### config.mk
export PLATFORM = sky130hd
export DESIGN_NAME = qpc_counter
export DESIGN_NICKNAME = d
export VERILOG_FILES = /design/src/rtl/qpc_pkg.sv /design/src/rtl/qpc_counter.sv
export SDC_FILE = /design/constraint.sdc
export NUM_CORES = 1
export LEC_CHECK = 0
export BUFFER_PORTS_ARGS = -buffer_cell sky130_fd_sc_hd__buf_2
export CORE_ASPECT_RATIO = 1.5
export CORE_UTILIZATION = 23
export DETAILED_ROUTE_END_ITERATION = 12
export PLACE_DENSITY_LB_ADDON = 0.1
export SLEW_MARGIN = 20
export SYNTH_ARGS = -nofsm -noshare
export SYNTH_HDL_FRONTEND = slang
export SYNTH_SLANG_ARGS = --single-unit
### constraint.sdc
create_clock -name sys_clk -period 6.4 [get_ports sys_clk]
set_clock_uncertainty 0.1 [all_clocks]
set_input_delay 0.96 -clock sys_clk [delete_from_list [all_inputs] [get_ports sys_clk]]
set_output_delay 0.96 -clock sys_clk [all_outputs]
set_load 0.05 [all_outputs]
### src/rtl/qpc_pkg.sv
// Purpose: Shared constants for the quadrature and PWM counter channel
// Assumes: 50 MHz system clock, 32-bit AHB-Lite register access
// Notes:   Offsets are byte addresses of aligned words
package qpc_pkg;
	// ------------------------------------------------------------
	// Register map
	// ------------------------------------------------------------
	localparam logic [7:0] OFS_CONTROL  = 8'h00;
	localparam logic [7:0] OFS_CONST_A  = 8'h04;
	localparam logic [7:0] OFS_CONST_B  = 8'h08;
	localparam logic [7:0] OFS_READBACK = 8'h0C;
	localparam logic [7:0] OFS_GLOBAL   = 8'h10;
	localparam logic [7:0] OFS_TRIGGER  = 8'h1C;
	localparam logic [15:0] CONTROL_RST = 16'h0000;
	localparam logic [31:0] CONST_RST   = 32'h0000_0000;
	// ------------------------------------------------------------
	// Control field positions
	// ------------------------------------------------------------
	localparam int B_MODE_LO  = 0;
	localparam int B_POL      = 3;
	localparam int B_AFLD_LO  = 4;
	localparam int B_BEN      = 6;
	localparam int B_CFLD_LO  = 8;
	localparam int B_PHASE_LO = 7;
	localparam int B_ICF_LO   = 10;
	localparam int B_CSRC_LO  = 10;
	localparam int B_RSVD     = 12;
	localparam int B_DEB      = 13;
	localparam int B_WIDE     = 14;
	localparam int B_IE       = 15;
	// ------------------------------------------------------------
	// Encodings
	// ------------------------------------------------------------
	typedef enum logic [2:0]
	{
		MODE_OFF  = 3'b000,
		MODE_QUAD = 3'b001,
		MODE_PWM  = 3'b010
	} qpc_mode_t;
	localparam logic [1:0] ENC_SINGLE          = 2'b01;
	localparam logic [1:0] ENC_DOUBLE_RATE     = 2'b10;
	localparam logic [1:0] ENC_QUAD_RATE       = 2'b11;
	localparam logic [1:0] ICF_MATCH           = 2'b01;
	localparam logic [1:0] ICF_INDEX_RELOAD    = 2'b10;
	localparam logic [1:0] POL_LOW             = 2'b01;
	localparam logic [1:0] POL_HIGH            = 2'b10;
	localparam logic [2:0] CSRC_20M            = 3'b100;
	localparam logic [2:0] CSRC_EXT            = 3'b101;
	// ------------------------------------------------------------
	// Timing
	// ------------------------------------------------------------
	localparam int SYS_PERIOD_NS = 20;
	localparam int DEB_TIME_NS   = 2400;
	localparam logic [7:0] DEB_CYC = 8'((DEB_TIME_NS + SYS_PERIOD_NS - 1) / SYS_PERIOD_NS);
	localparam logic [12:0] RATE_MOD = 13'd5000;
	localparam logic [12:0] RATE_1M25 = 13'd125;
endpackage
### src/rtl/qpc_counter.sv
// Purpose: One quadrature position / PWM counter channel with AHB-Lite registers
// Assumes: Inputs synchronous to sys_clk, single-word AHB transfers, ce high during access
// Notes:   Internal rates are clock enables from a phase accumulator on sys_clk
`timescale 1ns/10ps
module qpc_counter
#(
	parameter int CNT_W = 32
)
(
	input  wire logic              sys_clk,
	input  wire logic              rstn,
	input  wire logic              ce,
	input  wire logic              hsel,
	input  wire logic [31:0]       haddr,
	input  wire logic [1:0]        htrans,
	input  wire logic              hwrite,
	input  wire logic [2:0]        hsize,
	input  wire logic              hready,
	input  wire logic [31:0]       hwdata,
	output logic      [31:0]       hrdata,
	output logic                   hreadyout,
	output logic                   hresp,
	input  wire logic              firstInput,
	input  wire logic              secondInput,
	input  wire logic              indexInput,
	output logic                   counterOut,
	output logic                   intReq
);
	import qpc_pkg::*;

	// ------------------------------------------------------------
	// Helpers
	// ------------------------------------------------------------
	function automatic logic [CNT_W-1:0] widthMask(input logic [CNT_W-1:0] v, input logic wide);
		widthMask = wide ? v : (v & CNT_W'(32'h0000_FFFF));
	endfunction

	function automatic logic phaseMatch(input logic [2:0] code, input logic a, input logic b);
		case (code)
			3'b001:  phaseMatch = !a && b;
			3'b010:  phaseMatch = a && !b;
			3'b011:  phaseMatch = a && b;
			3'b100:  phaseMatch = !a && !b;
			default: phaseMatch = 1'b0;
		endcase
	endfunction

	function automatic logic [12:0] rateInc(input logic [2:0] src);
		case (src)
			3'b000:  rateInc = RATE_1M25;
			3'b001:  rateInc = RATE_1M25 << 1;
			3'b010:  rateInc = RATE_1M25 << 2;
			3'b011:  rateInc = RATE_1M25 << 3;
			3'b100:  rateInc = RATE_1M25 << 4;
			default: rateInc = 13'h0000;
		endcase
	endfunction

	// ------------------------------------------------------------
	// Registers and state
	// ------------------------------------------------------------
	logic [15:0]      control;
	logic [31:0]      constA;
	logic [31:0]      constB;
	logic             globalIe;
	logic             wrPend;
	logic [7:0]       wrAddr;
	logic [2:0]       sync1;
	logic [2:0]       sync2;
	logic [2:0]       filt;
	logic [2:0]       filtQ;
	logic [7:0]       debCnt [3];
	logic [12:0]      rateAcc;
	logic [CNT_W-1:0] count;
	logic             runQ;
	logic             runP;
	logic             pwmPhase;
	logic             idxCondQ;
	logic             matchQ;

	// ------------------------------------------------------------
	// Bus decode
	// ------------------------------------------------------------
	wire       addrPhase = hsel && htrans[1] && hready;
	wire       writeNow  = wrPend && hready;
	wire [7:0] rdAddr    = haddr[7:0];
	wire       swTrig    = writeNow && wrAddr == OFS_TRIGGER;
	wire       modeQuad  = control[2:0] == MODE_QUAD;
	wire       modePwm   = control[2:0] == MODE_PWM;
	wire       wide      = control[B_WIDE];
	wire [15:0] ctrlRead = modeQuad ? (control & ~(16'h0001 << B_RSVD)) : control;
	wire [31:0] countWord = 32'(count);
	wire [31:0] readMux =
		(rdAddr == OFS_CONTROL)  ? {16'h0000, ctrlRead} :
		(rdAddr == OFS_CONST_A)  ? constA :
		(rdAddr == OFS_CONST_B)  ? constB :
		(rdAddr == OFS_READBACK) ? countWord :
		(rdAddr == OFS_GLOBAL)   ? {31'h0000_0000, globalIe} : 32'h0000_0000;

	always_ff @(posedge sys_clk)
	begin
		if (!rstn)
		begin
			wrPend    <= 1'b0;
			wrAddr    <= 8'h00;
			hrdata    <= 32'h0000_0000;
			hreadyout <= 1'b1;
			hresp     <= 1'b0;
		end
		else if (ce)
		begin
			wrPend <= addrPhase && hwrite;
			if (addrPhase)
				wrAddr <= haddr[7:0];
			if (addrPhase && !hwrite)
				hrdata <= readMux;
		end
	end

	always_ff @(posedge sys_clk)
	begin
		if (!rstn)
		begin
			control  <= CONTROL_RST;
			constA   <= CONST_RST;
			constB   <= CONST_RST;
			globalIe <= 1'b0;
		end
		else if (ce && writeNow)
		begin
			if (wrAddr == OFS_CONTROL)
				control <= hwdata[15:0];
			if (wrAddr == OFS_CONST_A)
				constA <= hwdata;
			if (wrAddr == OFS_CONST_B)
				constB <= hwdata;
			if (wrAddr == OFS_GLOBAL)
				globalIe <= hwdata[0];
		end
	end

	// ------------------------------------------------------------
	// Input synchronise and debounce
	// ------------------------------------------------------------
	always_ff @(posedge sys_clk)
	begin
		if (!rstn)
		begin
			sync1 <= 3'h0;
			sync2 <= 3'h0;
			filtQ <= 3'h0;
		end
		else if (ce)
		begin
			sync1 <= {indexInput, secondInput, firstInput};
			sync2 <= sync1;
			filtQ <= filt;
		end
	end

	wire [2:0] differs = sync2 ^ filt;

	always_ff @(posedge sys_clk)
	begin
		if (!rstn)
		begin
			filt   <= 3'h0;
			debCnt <= '{default: 8'h00};
		end
		else if (ce)
		begin
			for (int i = 0; i < 3; i++)
			begin
				if (!control[B_DEB] || (differs[i] && debCnt[i] == DEB_CYC))
					filt[i] <= sync2[i];
				debCnt[i] <= (control[B_DEB] && differs[i] && debCnt[i] != DEB_CYC) ?
					debCnt[i] + 8'h01 : 8'h00;
			end
		end
	end

	// ------------------------------------------------------------
	// Counting clock selection
	// ------------------------------------------------------------
	wire [2:0]  clkSrc   = control[B_CSRC_LO +: 3];
	wire [1:0]  bField   = control[B_CFLD_LO - 2 +: 2];
	wire [13:0] accSum   = {1'b0, rateAcc} + {1'b0, rateInc(clkSrc)};
	wire        intTick  = accSum >= {1'b0, RATE_MOD};
	wire [12:0] next_rateAcc = intTick ? 13'(accSum - {1'b0, RATE_MOD}) : accSum[12:0];
	wire        extEn    = clkSrc == CSRC_EXT && (bField == POL_LOW || bField == POL_HIGH);
	wire        bRise    = filt[1] && !filtQ[1];
	wire        tick     = extEn ? bRise : intTick;

	always_ff @(posedge sys_clk)
	begin
		if (!rstn)
			rateAcc <= 13'h0000;
		else if (ce)
			rateAcc <= next_rateAcc;
	end

	// ------------------------------------------------------------
	// Quadrature decode
	// ------------------------------------------------------------
	wire       bEff   = control[B_BEN] && filt[1];
	wire       bEffQ  = control[B_BEN] && filtQ[1];
	wire       aEdge  = filt[0] != filtQ[0];
	wire       bEdge  = bEff != bEffQ;
	wire       upA    = filt[0] ^ bEff;
	wire       upB    = !(filt[0] ^ bEff);
	wire [1:0] enc    = control[B_AFLD_LO +: 2];
	wire [1:0] icf    = control[B_ICF_LO +: 2];
	wire       stepA  = aEdge && (enc == ENC_DOUBLE_RATE || enc == ENC_QUAD_RATE ||
	                              (enc == ENC_SINGLE && filt[0] == upA));
	wire       stepB  = !aEdge && bEdge && enc == ENC_QUAD_RATE;
	wire       stepUp = stepA ? upA : upB;
	wire       idxCond  = filt[2] && phaseMatch(control[B_PHASE_LO +: 3], filt[0], bEff);
	wire       idxEvent = idxCond && !idxCondQ;
	wire [CNT_W-1:0] limA = widthMask(CNT_W'(constA), wide);
	wire [CNT_W-1:0] limB = widthMask(CNT_W'(constB), wide);
	wire       matchNow = count == limA;
	wire       quadEvt  = runQ && ((icf == ICF_MATCH && matchNow && !matchQ) ||
	                               (icf[1] && idxEvent));

	// ------------------------------------------------------------
	// PWM sequencing
	// ------------------------------------------------------------
	wire [1:0] aField = control[B_AFLD_LO +: 2];
	wire [1:0] cField = control[B_CFLD_LO +: 2];
	wire       gateOk = (aField == POL_LOW)  ? !filt[0] :
	                    (aField == POL_HIGH) ?  filt[0] : 1'b1;
	wire       extTrig = (cField == POL_LOW  && !filt[2] && filtQ[2]) ||
	                     (cField == POL_HIGH &&  filt[2] && !filtQ[2]);
	wire       pwmTrig = modePwm && (swTrig || extTrig);
	wire [CNT_W-1:0] endCount = (clkSrc == CSRC_20M) ? '0 : CNT_W'(1);
	wire       pwmAdv    = runP && tick && gateOk;
	wire       pwmToggle = pwmAdv && count <= endCount;

	logic [CNT_W-1:0] next_count;
	always_comb
	begin
		next_count = count;
		if (pwmTrig)
			next_count = limA;
		else if (pwmToggle)
			next_count = pwmPhase ? limA : limB;
		else if (pwmAdv)
			next_count = count - CNT_W'(1);
		else if (runQ && idxEvent && icf == ICF_INDEX_RELOAD)
			next_count = limB;
		else if (runQ && (stepA || stepB))
			next_count = stepUp ? count + CNT_W'(1) : count - CNT_W'(1);
		next_count = widthMask(next_count, wide);
	end

	// ------------------------------------------------------------
	// Output and request
	// ------------------------------------------------------------
	wire quadDrive  = runQ && modeQuad && icf != 2'b00;
	wire quadActive = (icf == ICF_MATCH && matchNow) || (icf[1] && idxCond);
	wire pol        = control[B_POL];
	wire pwmDrive   = runP && modePwm;
	wire driven     = quadDrive || pwmDrive;
	wire active     = pwmDrive ? pwmPhase : quadActive;
	wire next_out   = driven ? (active ? pol : !pol) : 1'b1;
	wire next_int   = control[B_IE] && globalIe && (quadEvt || pwmToggle);

	always_ff @(posedge sys_clk)
	begin
		if (!rstn)
		begin
			count      <= '0;
			runQ       <= 1'b0;
			runP       <= 1'b0;
			pwmPhase   <= 1'b0;
			idxCondQ   <= 1'b0;
			matchQ     <= 1'b0;
			counterOut <= 1'b1;
			intReq     <= 1'b0;
		end
		else if (ce)
		begin
			count      <= next_count;
			runQ       <= modeQuad && (runQ || swTrig);
			runP       <= modePwm && (runP || pwmTrig);
			pwmPhase   <= pwmTrig ? 1'b0 : (pwmToggle ? !pwmPhase : pwmPhase);
			idxCondQ   <= idxCond;
			matchQ     <= matchNow;
			counterOut <= next_out;
			intReq     <= next_int;
		end
	end

	// ------------------------------------------------------------
	// Checks
	// ------------------------------------------------------------
	a_idle_output_high: assert property (@(posedge sys_clk) disable iff (!rstn)
		ce && !modeQuad && !modePwm |=> counterOut)
		else $error("idle output not high");

	a_double_rate_up: assert property (@(posedge sys_clk) disable iff (!rstn)
		ce && runQ && enc == ENC_DOUBLE_RATE && aEdge && upA && !idxEvent && !pwmAdv
		|=> count == widthMask($past(count) + CNT_W'(1), wide))
		else $error("double rate count did not step up");

	a_index_reload: assert property (@(posedge sys_clk) disable iff (!rstn)
		ce && runQ && idxEvent && icf == ICF_INDEX_RELOAD |=> count == $past(limB))
		else $error("index reload missed");

	a_reserved_zero: assert property (@(posedge sys_clk) disable iff (!rstn)
		ce && addrPhase && !hwrite && rdAddr == OFS_CONTROL && modeQuad |=> !hrdata[B_RSVD])
		else $error("reserved bit read as one");

	a_narrow_width: assert property (@(posedge sys_clk) disable iff (!rstn)
		ce && !wide |=> count[CNT_W-1:16] == '0)
		else $error("narrow counter overflowed");

	a_irq_suppressed: assert property (@(posedge sys_clk) disable iff (!rstn)
		ce && !control[B_IE] |=> !intReq)
		else $error("request while disabled");

	a_pwm_irq_edge: assert property (@(posedge sys_clk) disable iff (!rstn)
		ce && pwmToggle && control[B_IE] && globalIe |=> intReq ##1 (!ce || !pwmAdv || !intReq))
		else $error("transition request missing");

	a_pwm_load_other: assert property (@(posedge sys_clk) disable iff (!rstn)
		ce && pwmToggle && !pwmTrig |=> count == ($past(pwmPhase) ? $past(limA) : $past(limB))
		&& pwmPhase != $past(pwmPhase))
		else $error("constant swap wrong");

	a_debounce_off: assert property (@(posedge sys_clk) disable iff (!rstn)
		ce && !control[B_DEB] |=> filt == $past(sync2))
		else $error("filter active while off");

	a_gate_holds: assert property (@(posedge sys_clk) disable iff (!rstn)
		ce && runP && !gateOk && !pwmTrig |=> $stable(count) && $stable(pwmPhase))
		else $error("gated counter moved");

	a_match_output: assert property (@(posedge sys_clk) disable iff (!rstn)
		ce && runQ && icf == ICF_MATCH && matchNow |=> counterOut == $past(pol))
		else $error("match output not active");

	a_index_output: assert property (@(posedge sys_clk) disable iff (!rstn)
		ce && runQ && modeQuad && icf[1] && idxCond |=> counterOut == $past(pol))
		else $error("index output not active");

	a_trigger_start: assert property (@(posedge sys_clk) disable iff (!rstn)
		ce && pwmTrig |=> runP && !pwmPhase && count == $past(limA))
		else $error("trigger did not start run");

	a_pwm_count_down: assert property (@(posedge sys_clk) disable iff (!rstn)
		ce && pwmAdv && !pwmToggle && !pwmTrig
		|=> count == widthMask($past(count) - CNT_W'(1), wide))
		else $error("constant not counted down");
endmodule

==> impl_metrics.json, run 1 <==
{
  "run_status": "finished, final reports clean",
  "drt-total-wl_um": 54100,
  "worst_ep_required_time_ns": 6.78,
  "yosysWarningCount": 0,
  "drt-initial-drc-count": 756,
  "slew_violations": 0,
  "via_count": 12900,
  "netSwitchingPower_mw": 0.833,
  "rsz0062_at_grt": "no",
  "max_cap_viol_count": 0,
  "antenna_found_initial": 2,
  "setup-tns-final_ns": 0,
  "final_hold_viol_count": 0,
  "count_of_different_cell_masters_after_synthesis": 91,
  "final_layout_size_suffix_gt1_frac": 0.128,
  "vdd_ir_drop_max_uv": 144,
  "vias_per_cell": 5.04,
  "clk_pin_slew_ns": 0.07,
  "die_area_um2": 59300,
  "area_share_of_the_leading_cell_type_in_the_synthesized_netlist": 0.313,
  "synth.most_common_cell": "sky130_fd_sc_hd__nand2_1",
  "core_region_area_um2": 57700,
  "ios": 114,
  "cts_resized": 0,
  "buffer_ports.inserted": 83,
  "cp_top_family": "simple AND/OR/NAND/NOR gates",
  "pre_cts_ws_ns": 1.12,
  "hold-worst-slack_ns": 0.354,
  "timing.critical_path.slowest_cell_delay_ns": 0.55,
  "cp-end-kind": "flip-flop",
  "netlist_area_um2": 13400,
  "layout_area_overhead_pct": 13.9,
  "clock_power_share": 0.475,
  "clock-sinks": 210,
  "cts-root-buf": "sky130_fd_sc_hd__clkbuf_16",
  "floorplan.initialDensity": 0.233,
  "cp_cell_sequence": "inv_1 -> nand3_1 -> o21ai_0 -> or2_2 -> ha_1 -> nand4_2 -> nor4b_4 -> nor3_1 -> or3_1 -> o31a_1 -> and2_4 -> nand2_2 -> buf_4 -> o32ai_1 -> or3_1 -> a21oi_2",
  "final_cycle_share": 0.823,
  "critPathLaunchType": "flip-flop",
  "cpMostUsedCell": "sky130_fd_sc_hd__or3_1",
  "report.final.setup_viol": 0,
  "path_max_fanout": 21,
  "crit_path_top_delay_cell": "sky130_fd_sc_hd__dfxtp_1",
  "weighted_congestion_reported_at_the_end_of_routability_driven_placement": 0.864,
  "seqPwrFrac": 0.430,
  "syn_area_per_cell_um2": 7.55,
  "hpwl_after_detailed_placement_um": 38500,
  "fmaxAchievable_ghz": 0.190,
  "p_sw_frac": 0.268,
  "die_height_um": 298,
  "post-cts-setup-buffers": 0,
  "cellInternalPower_mw": 2.28,
  "asyncSetResetFlopFracSynth": 0,
  "detail_route.drc_violations": 0,
  "instance_count_of_the_mapped_netlist": 1778,
  "synthDominantAreaCellType": "sky130_fd_sc_hd__dfxtp_1",
  "routed_wire_length_per_instance_um": 21.2,
  "power.density_cell_area_nw_per_um2": 203,
  "n_fill_cell": 6381,
  "syn_nets": 1878,
  "die_x_um": 199,
  "power.static_leakage_nw": 5.54,
  "synth_common_cells": "sky130_fd_sc_hd__nand2_1, sky130_fd_sc_hd__dfxtp_1, sky130_fd_sc_hd__nor2_1",
  "yosysSeqAreaShare": 0.313,
  "p_comb_frac": 0.095,
  "timing.setup.critical_path_class": "flip-flop to flip-flop",
  "setup_ws_ns": 1.13,
  "hp-class": "flip-flop to flip-flop",
  "report.power.total_mw": 3.11,
  "cts.path.max_buffers": 3,
  "ant_nets": 0,
  "cts.hold.buffers_added": 0,
  "synth.area.top_cells": "sky130_fd_sc_hd__dfxtp_1, sky130_fd_sc_hd__nand2_1, sky130_fd_sc_hd__nor2_1, sky130_fd_sc_hd__a21oi_1, sky130_fd_sc_hd__xnor2_1",
  "slew_headroom": 0.331,
  "clock_tree.htree_level_count": 1,
  "track_usage": 0.182,
  "synth-edff-count": 0,
  "nNetsFinal": 1869,
  "globalRoute.totalOverflow": 0,
  "tritoncts.num_buffers": 25,
  "grt_pass1_vias": 12700,
  "synth.ff_latch_count": 210,
  "critPathBufInv": 2,
  "detailed_place.area_um2": 14500,
  "worst_skew_pair_later_pin_latency_ns": 0.55,
  "tritoncts": "built",
  "num_rows": 108,
  "synthFlopType": "sky130_fd_sc_hd__dfxtp_1",
  "tightestPinTransition_ns": 1.00,
  "pin_count_of_the_biggest_net_entering_global_routing": 95,
  "final_period_minus_worst_setup_slack_ns": 5.27,
  "first_drt_pass_iteration_count": 5,
  "grt_first_pass_wirelength_um": 81500,
  "cp_data_arrival_time_ns": 5.65,
  "post-route-cell-area_um2": 15300
}
## placed cells by master, fill, tap and decap left out, types with 6 or more instances in the layout
cell	n
sky130_fd_sc_hd__xor2_1	45
sky130_fd_sc_hd__o22ai_1	10
sky130_fd_sc_hd__dfxtp_1	210
sky130_fd_sc_hd__o32ai_1	8
sky130_fd_sc_hd__a221oi_1	18
sky130_fd_sc_hd__buf_2	83
sky130_fd_sc_hd__xnor2_1	68
sky130_fd_sc_hd__nand3_1	42
sky130_fd_sc_hd__o31ai_1	7
sky130_fd_sc_hd__a22oi_1	23
sky130_fd_sc_hd__nand2_1	292
sky130_fd_sc_hd__nand3b_1	8
sky130_fd_sc_hd__o21ai_0	78
sky130_fd_sc_hd__clkinv_2	6
sky130_fd_sc_hd__inv_1	29
sky130_fd_sc_hd__nor3_1	49
sky130_fd_sc_hd__nor2b_1	7
sky130_fd_sc_hd__ha_1	21
sky130_fd_sc_hd__clkbuf_16	25
sky130_fd_sc_hd__a311oi_1	12
sky130_fd_sc_hd__and3_1	9
sky130_fd_sc_hd__o211ai_1	32
sky130_fd_sc_hd__a31oi_1	26
sky130_fd_sc_hd__mux2i_1	59
sky130_fd_sc_hd__a22o_1	21
sky130_fd_sc_hd__o21a_1	6
sky130_fd_sc_hd__buf_4	30
sky130_fd_sc_hd__nand4_1	25
sky130_fd_sc_hd__nor4_1	10
sky130_fd_sc_hd__nor2_1	198
sky130_fd_sc_hd__mux2_2	38
sky130_fd_sc_hd__a211oi_1	14
sky130_fd_sc_hd__or3_1	17
sky130_fd_sc_hd__a21oi_1	130
sky130_fd_sc_hd__a32oi_1	7
## cell type report
class	count	area (µm²)	area share
diodes	1	2.50	0.000164
clock buffers	32	702	0.0459
clock inverters	11	114	0.00745
inverters	31	119	0.00778
multi-input cells	1387	8520	0.557
flip-flops and latches	210	4200	0.275
well taps	770	963	0.0630
repair buffers	114	661	0.0432
## per-stage QoR
stage | util | instances
after floorplan | - | 1778
after global routing | 0.265 | 2555
final | 0.265 | 2556
after CTS | 0.265 | 2555
after detailed placement | 0.251 | 2512
after global placement | 0.251 | 2512
## power by group through the flow
stage               Combinational, mW  Clock [mW]  Sequential, mW
global route                    0.324        1.58            1.34
finish                          0.294        1.48            1.34
CTS                             0.296        1.53            1.34
detailed placement              0.296           0            1.37
floorplan                       0.203           0            1.37
global placement                0.294           0            1.37
## layer usage
metal  part of all wire  routed length, µm  track usage  vias to the layer above
li1                   -                  -            -                     6307
met1               0.41              22000        0.210                     6233
met2               0.52              28200        0.335                      249
met3              0.034               1860       0.0192                       92
met4              0.036               1970       0.0700                        0
met5                  0                  0            0                        -
## cells by family after synthesis
group,synth area share
flops,0.313
compound gates,0.225
mux,0.0759
xor+xnor,0.0738
fa+ha+maj,0.0218
simple gates,0.236
buf+inv,0.0544
other cells,0.000560
## tightest hold or removal path: stages (launching register included)
cell and delay (ns):
sky130_fd_sc_hd__dfxtp_1 0.31, sky130_fd_sc_hd__nand2_1 0.05, sky130_fd_sc_hd__a21oi_1 0.05
## worst paths after layout
path,from,end,slack [ns],cells past startpoint
worst min register to register,wrAddr[5],wrAddr[5],0.35,2
worst min-delay path,wrAddr[5],wrAddr[5],0.35,2
worst max-delay path,control[11],count[22],1.13,16
worst max register to register,control[11],count[22],1.13,16
## sequential cells by signal (all words and copies together), names as in the netlist
signal and cells:
constA 32, globalIe 1, filtQ 3, runP 1
counterOut 1, wrPend 1, control 16, rateAcc 13
intReq 1, filt 3, hrdata 32, count 32
debCnt 24, matchQ 1, constB 32, idxCondQ 1
sync2 3, wrAddr 8, sync1 3, pwmPhase 1
runQ 1
(Power assumes the default switching activity.)
==> run 2: changes to the inputs <==
- clock period: 6.4 -> 4.8 ns (I/O delays scaled with it)
==> impl_metrics.json, run 2 (synthesis results as in run 1) <==
{
  "run_status": "finished, final reports clean",
  "track_usage": 0.185,
  "cp_cell_sequence": "inv_1 -> maj3_1 -> ha_1 -> nand2_1 -> o31a_1 -> o21ai_1 -> xor2_1 -> o211ai_1 -> o21ba_2 -> o22ai_2 -> and3_1 -> o21ai_0 -> o31ai_1",
  "tritoncts": "built",
  "weighted_congestion_reported_at_the_end_of_routability_driven_placement": 0.861,
  "ant_nets": 0,
  "first_drt_pass_iteration_count": 5,
  "final_cycle_share": 0.946,
  "cts.path.max_buffers": 3,
  "layout_common_cells": "sky130_fd_sc_hd__nand2_1, sky130_fd_sc_hd__dfxtp_1, sky130_fd_sc_hd__nor2_1",
  "report.power.total_mw": 4.25,
  "cts-root-buf": "sky130_fd_sc_hd__clkbuf_16",
  "final_period_minus_worst_setup_slack_ns": 4.54,
  "clock-sinks": 210,
  "max_cap_viol_count": 0,
  "core_region_area_um2": 57700,
  "pin_count_of_the_biggest_net_entering_global_routing": 68,
  "globalRoute.totalOverflow": 0,
  "clock_tree.htree_level_count": 1,
  "layout.cells.most_common": "sky130_fd_sc_hd__nand2_1",
  "floorplan.initialDensity": 0.233,
  "power.static_leakage_nw": 5.68,
  "cp_top_family": "compound AO/OA/AOI/OAI gates",
  "antenna_cells_inserted": 0,
  "drt-total-wl_um": 55200,
  "register_area_um2": 4200,
  "num_rows": 108,
  "slew_violations": 0,
  "report.final.setup_viol": 0,
  "detailed_place.area_um2": 14600,
  "worst_skew_pair_later_pin_latency_ns": 0.58,
  "die_x_um": 199,
  "drt-initial-drc-count": 773,
  "fin_cells": 2579,
  "final_layout_size_suffix_gt1_frac": 0.140,
  "grt_pass1_vias": 12900,
  "ios": 114,
  "timing.setup.critical_path_class": "flip-flop to flip-flop",
  "cp-end-kind": "flip-flop",
  "crit_start": "control[12]",
  "via_count": 12900,
  "path_max_fanout": 10,
  "slew_headroom": 0.341,
  "vias_per_cell": 5.01,
  "grt_first_pass_wirelength_um": 83100,
  "final_hold_viol_count": 0,
  "cp_data_arrival_time_ns": 4.93,
  "worstHoldStart": "firstInput",
  "n_fill_cell": 6353,
  "rsz0062_at_grt": "no",
  "finalCoreUtilization": 0.269,
  "routed_wire_length_per_instance_um": 21.4,
  "cts.hold.buffers_added": 0,
  "hold-worst-slack_ns": 0.288,
  "multi_input_comb_area_um2": 8530,
  "clk_pin_slew_ns": 0.07,
  "power.density_cell_area_nw_per_um2": 274,
  "layout_area_overhead_pct": 15.7,
  "tightestPinTransition_ns": 0.984,
  "nNetsFinal": 1892,
  "vdd_ir_drop_max_uv": 199,
  "r2r-start": "control[12]",
  "timing.critical_path.slowest_cell_delay_ns": 0.59,
  "detail_route.drc_violations": 0,
  "critPathBufInv": 1,
  "fmaxAchievable_ghz": 0.220,
  "die_height_um": 298,
  "worst_ep_required_time_ns": 5.19,
  "tritoncts.num_buffers": 26,
  "die_area_um2": 59300,
  "antenna_found_initial": 1,
  "hpwl_after_detailed_placement_um": 39300,
  "post-route-cell-area_um2": 15500,
  "setup-tns-final_ns": 0,
  "hp-class": "input port to flip-flop",
  "crit_path_top_delay_cell": "sky130_fd_sc_hd__and3_1",
  "setup_ws_ns": 0.261,
  "buffer_ports.inserted": 83,
  "critPathLaunchType": "flip-flop",
  "numPlacedInstances": 2534,
  "pre_cts_ws_ns": 0.272
}
## run 2: layout make-up
type                            count  area share
Clock buffer                       34      0.0471
Tap cell                          770      0.0621
Timing Repair Buffer              136      0.0540
Inverter                           31     0.00766
Multi-Input combinational cell   1387       0.549
Clock inverter                     11     0.00911
Sequential cell                   210       0.271
## run 2: final timing paths
check	slack [ns]	cells after the start	to
worst max-delay path	0.26	13	count[17]
worst min-delay path	0.29	3	sync1[0]
worst max register to register	0.26	13	count[17]
worst min register to register	0.36	2	wrAddr[1]
## run 2: power breakdown
group / internal (mW) / switching [mW] / total [mW]
logic: 0.139 / 0.259 / 0.398
registers: 1.77 / 0.0198 / 1.79
clock network: 1.23 / 0.844 / 2.07
## run 2: timing repair
item                       CTS  global route
setup buffers                0             0
setup endpoints to repair    0             1
resized for setup            0             1
## run 2: layer usage
| metal | share of wire | GRT usage |
|---|---|---|
| met2 | 0.54 | 0.352 |
| met4 | 0.030 | 0.0588 |
| met3 | 0.035 | 0.0213 |
| met1 | 0.40 | 0.209 |
| met5 | 0 | 0 |
## run 2: worst reg2reg max path, delay by kind of cell, from the launching register on
| kind | cells | cell delay [ns] |
|---|---|---|
| flops | 1 | 0.51 |
| buf+inv | 1 | 0.16 |
| xor+xnor | 1 | 0.29 |
| fa+ha+maj | 2 | 0.84 |
| compound gates | 7 | 1.88 |
| simple gates | 2 | 0.68 |
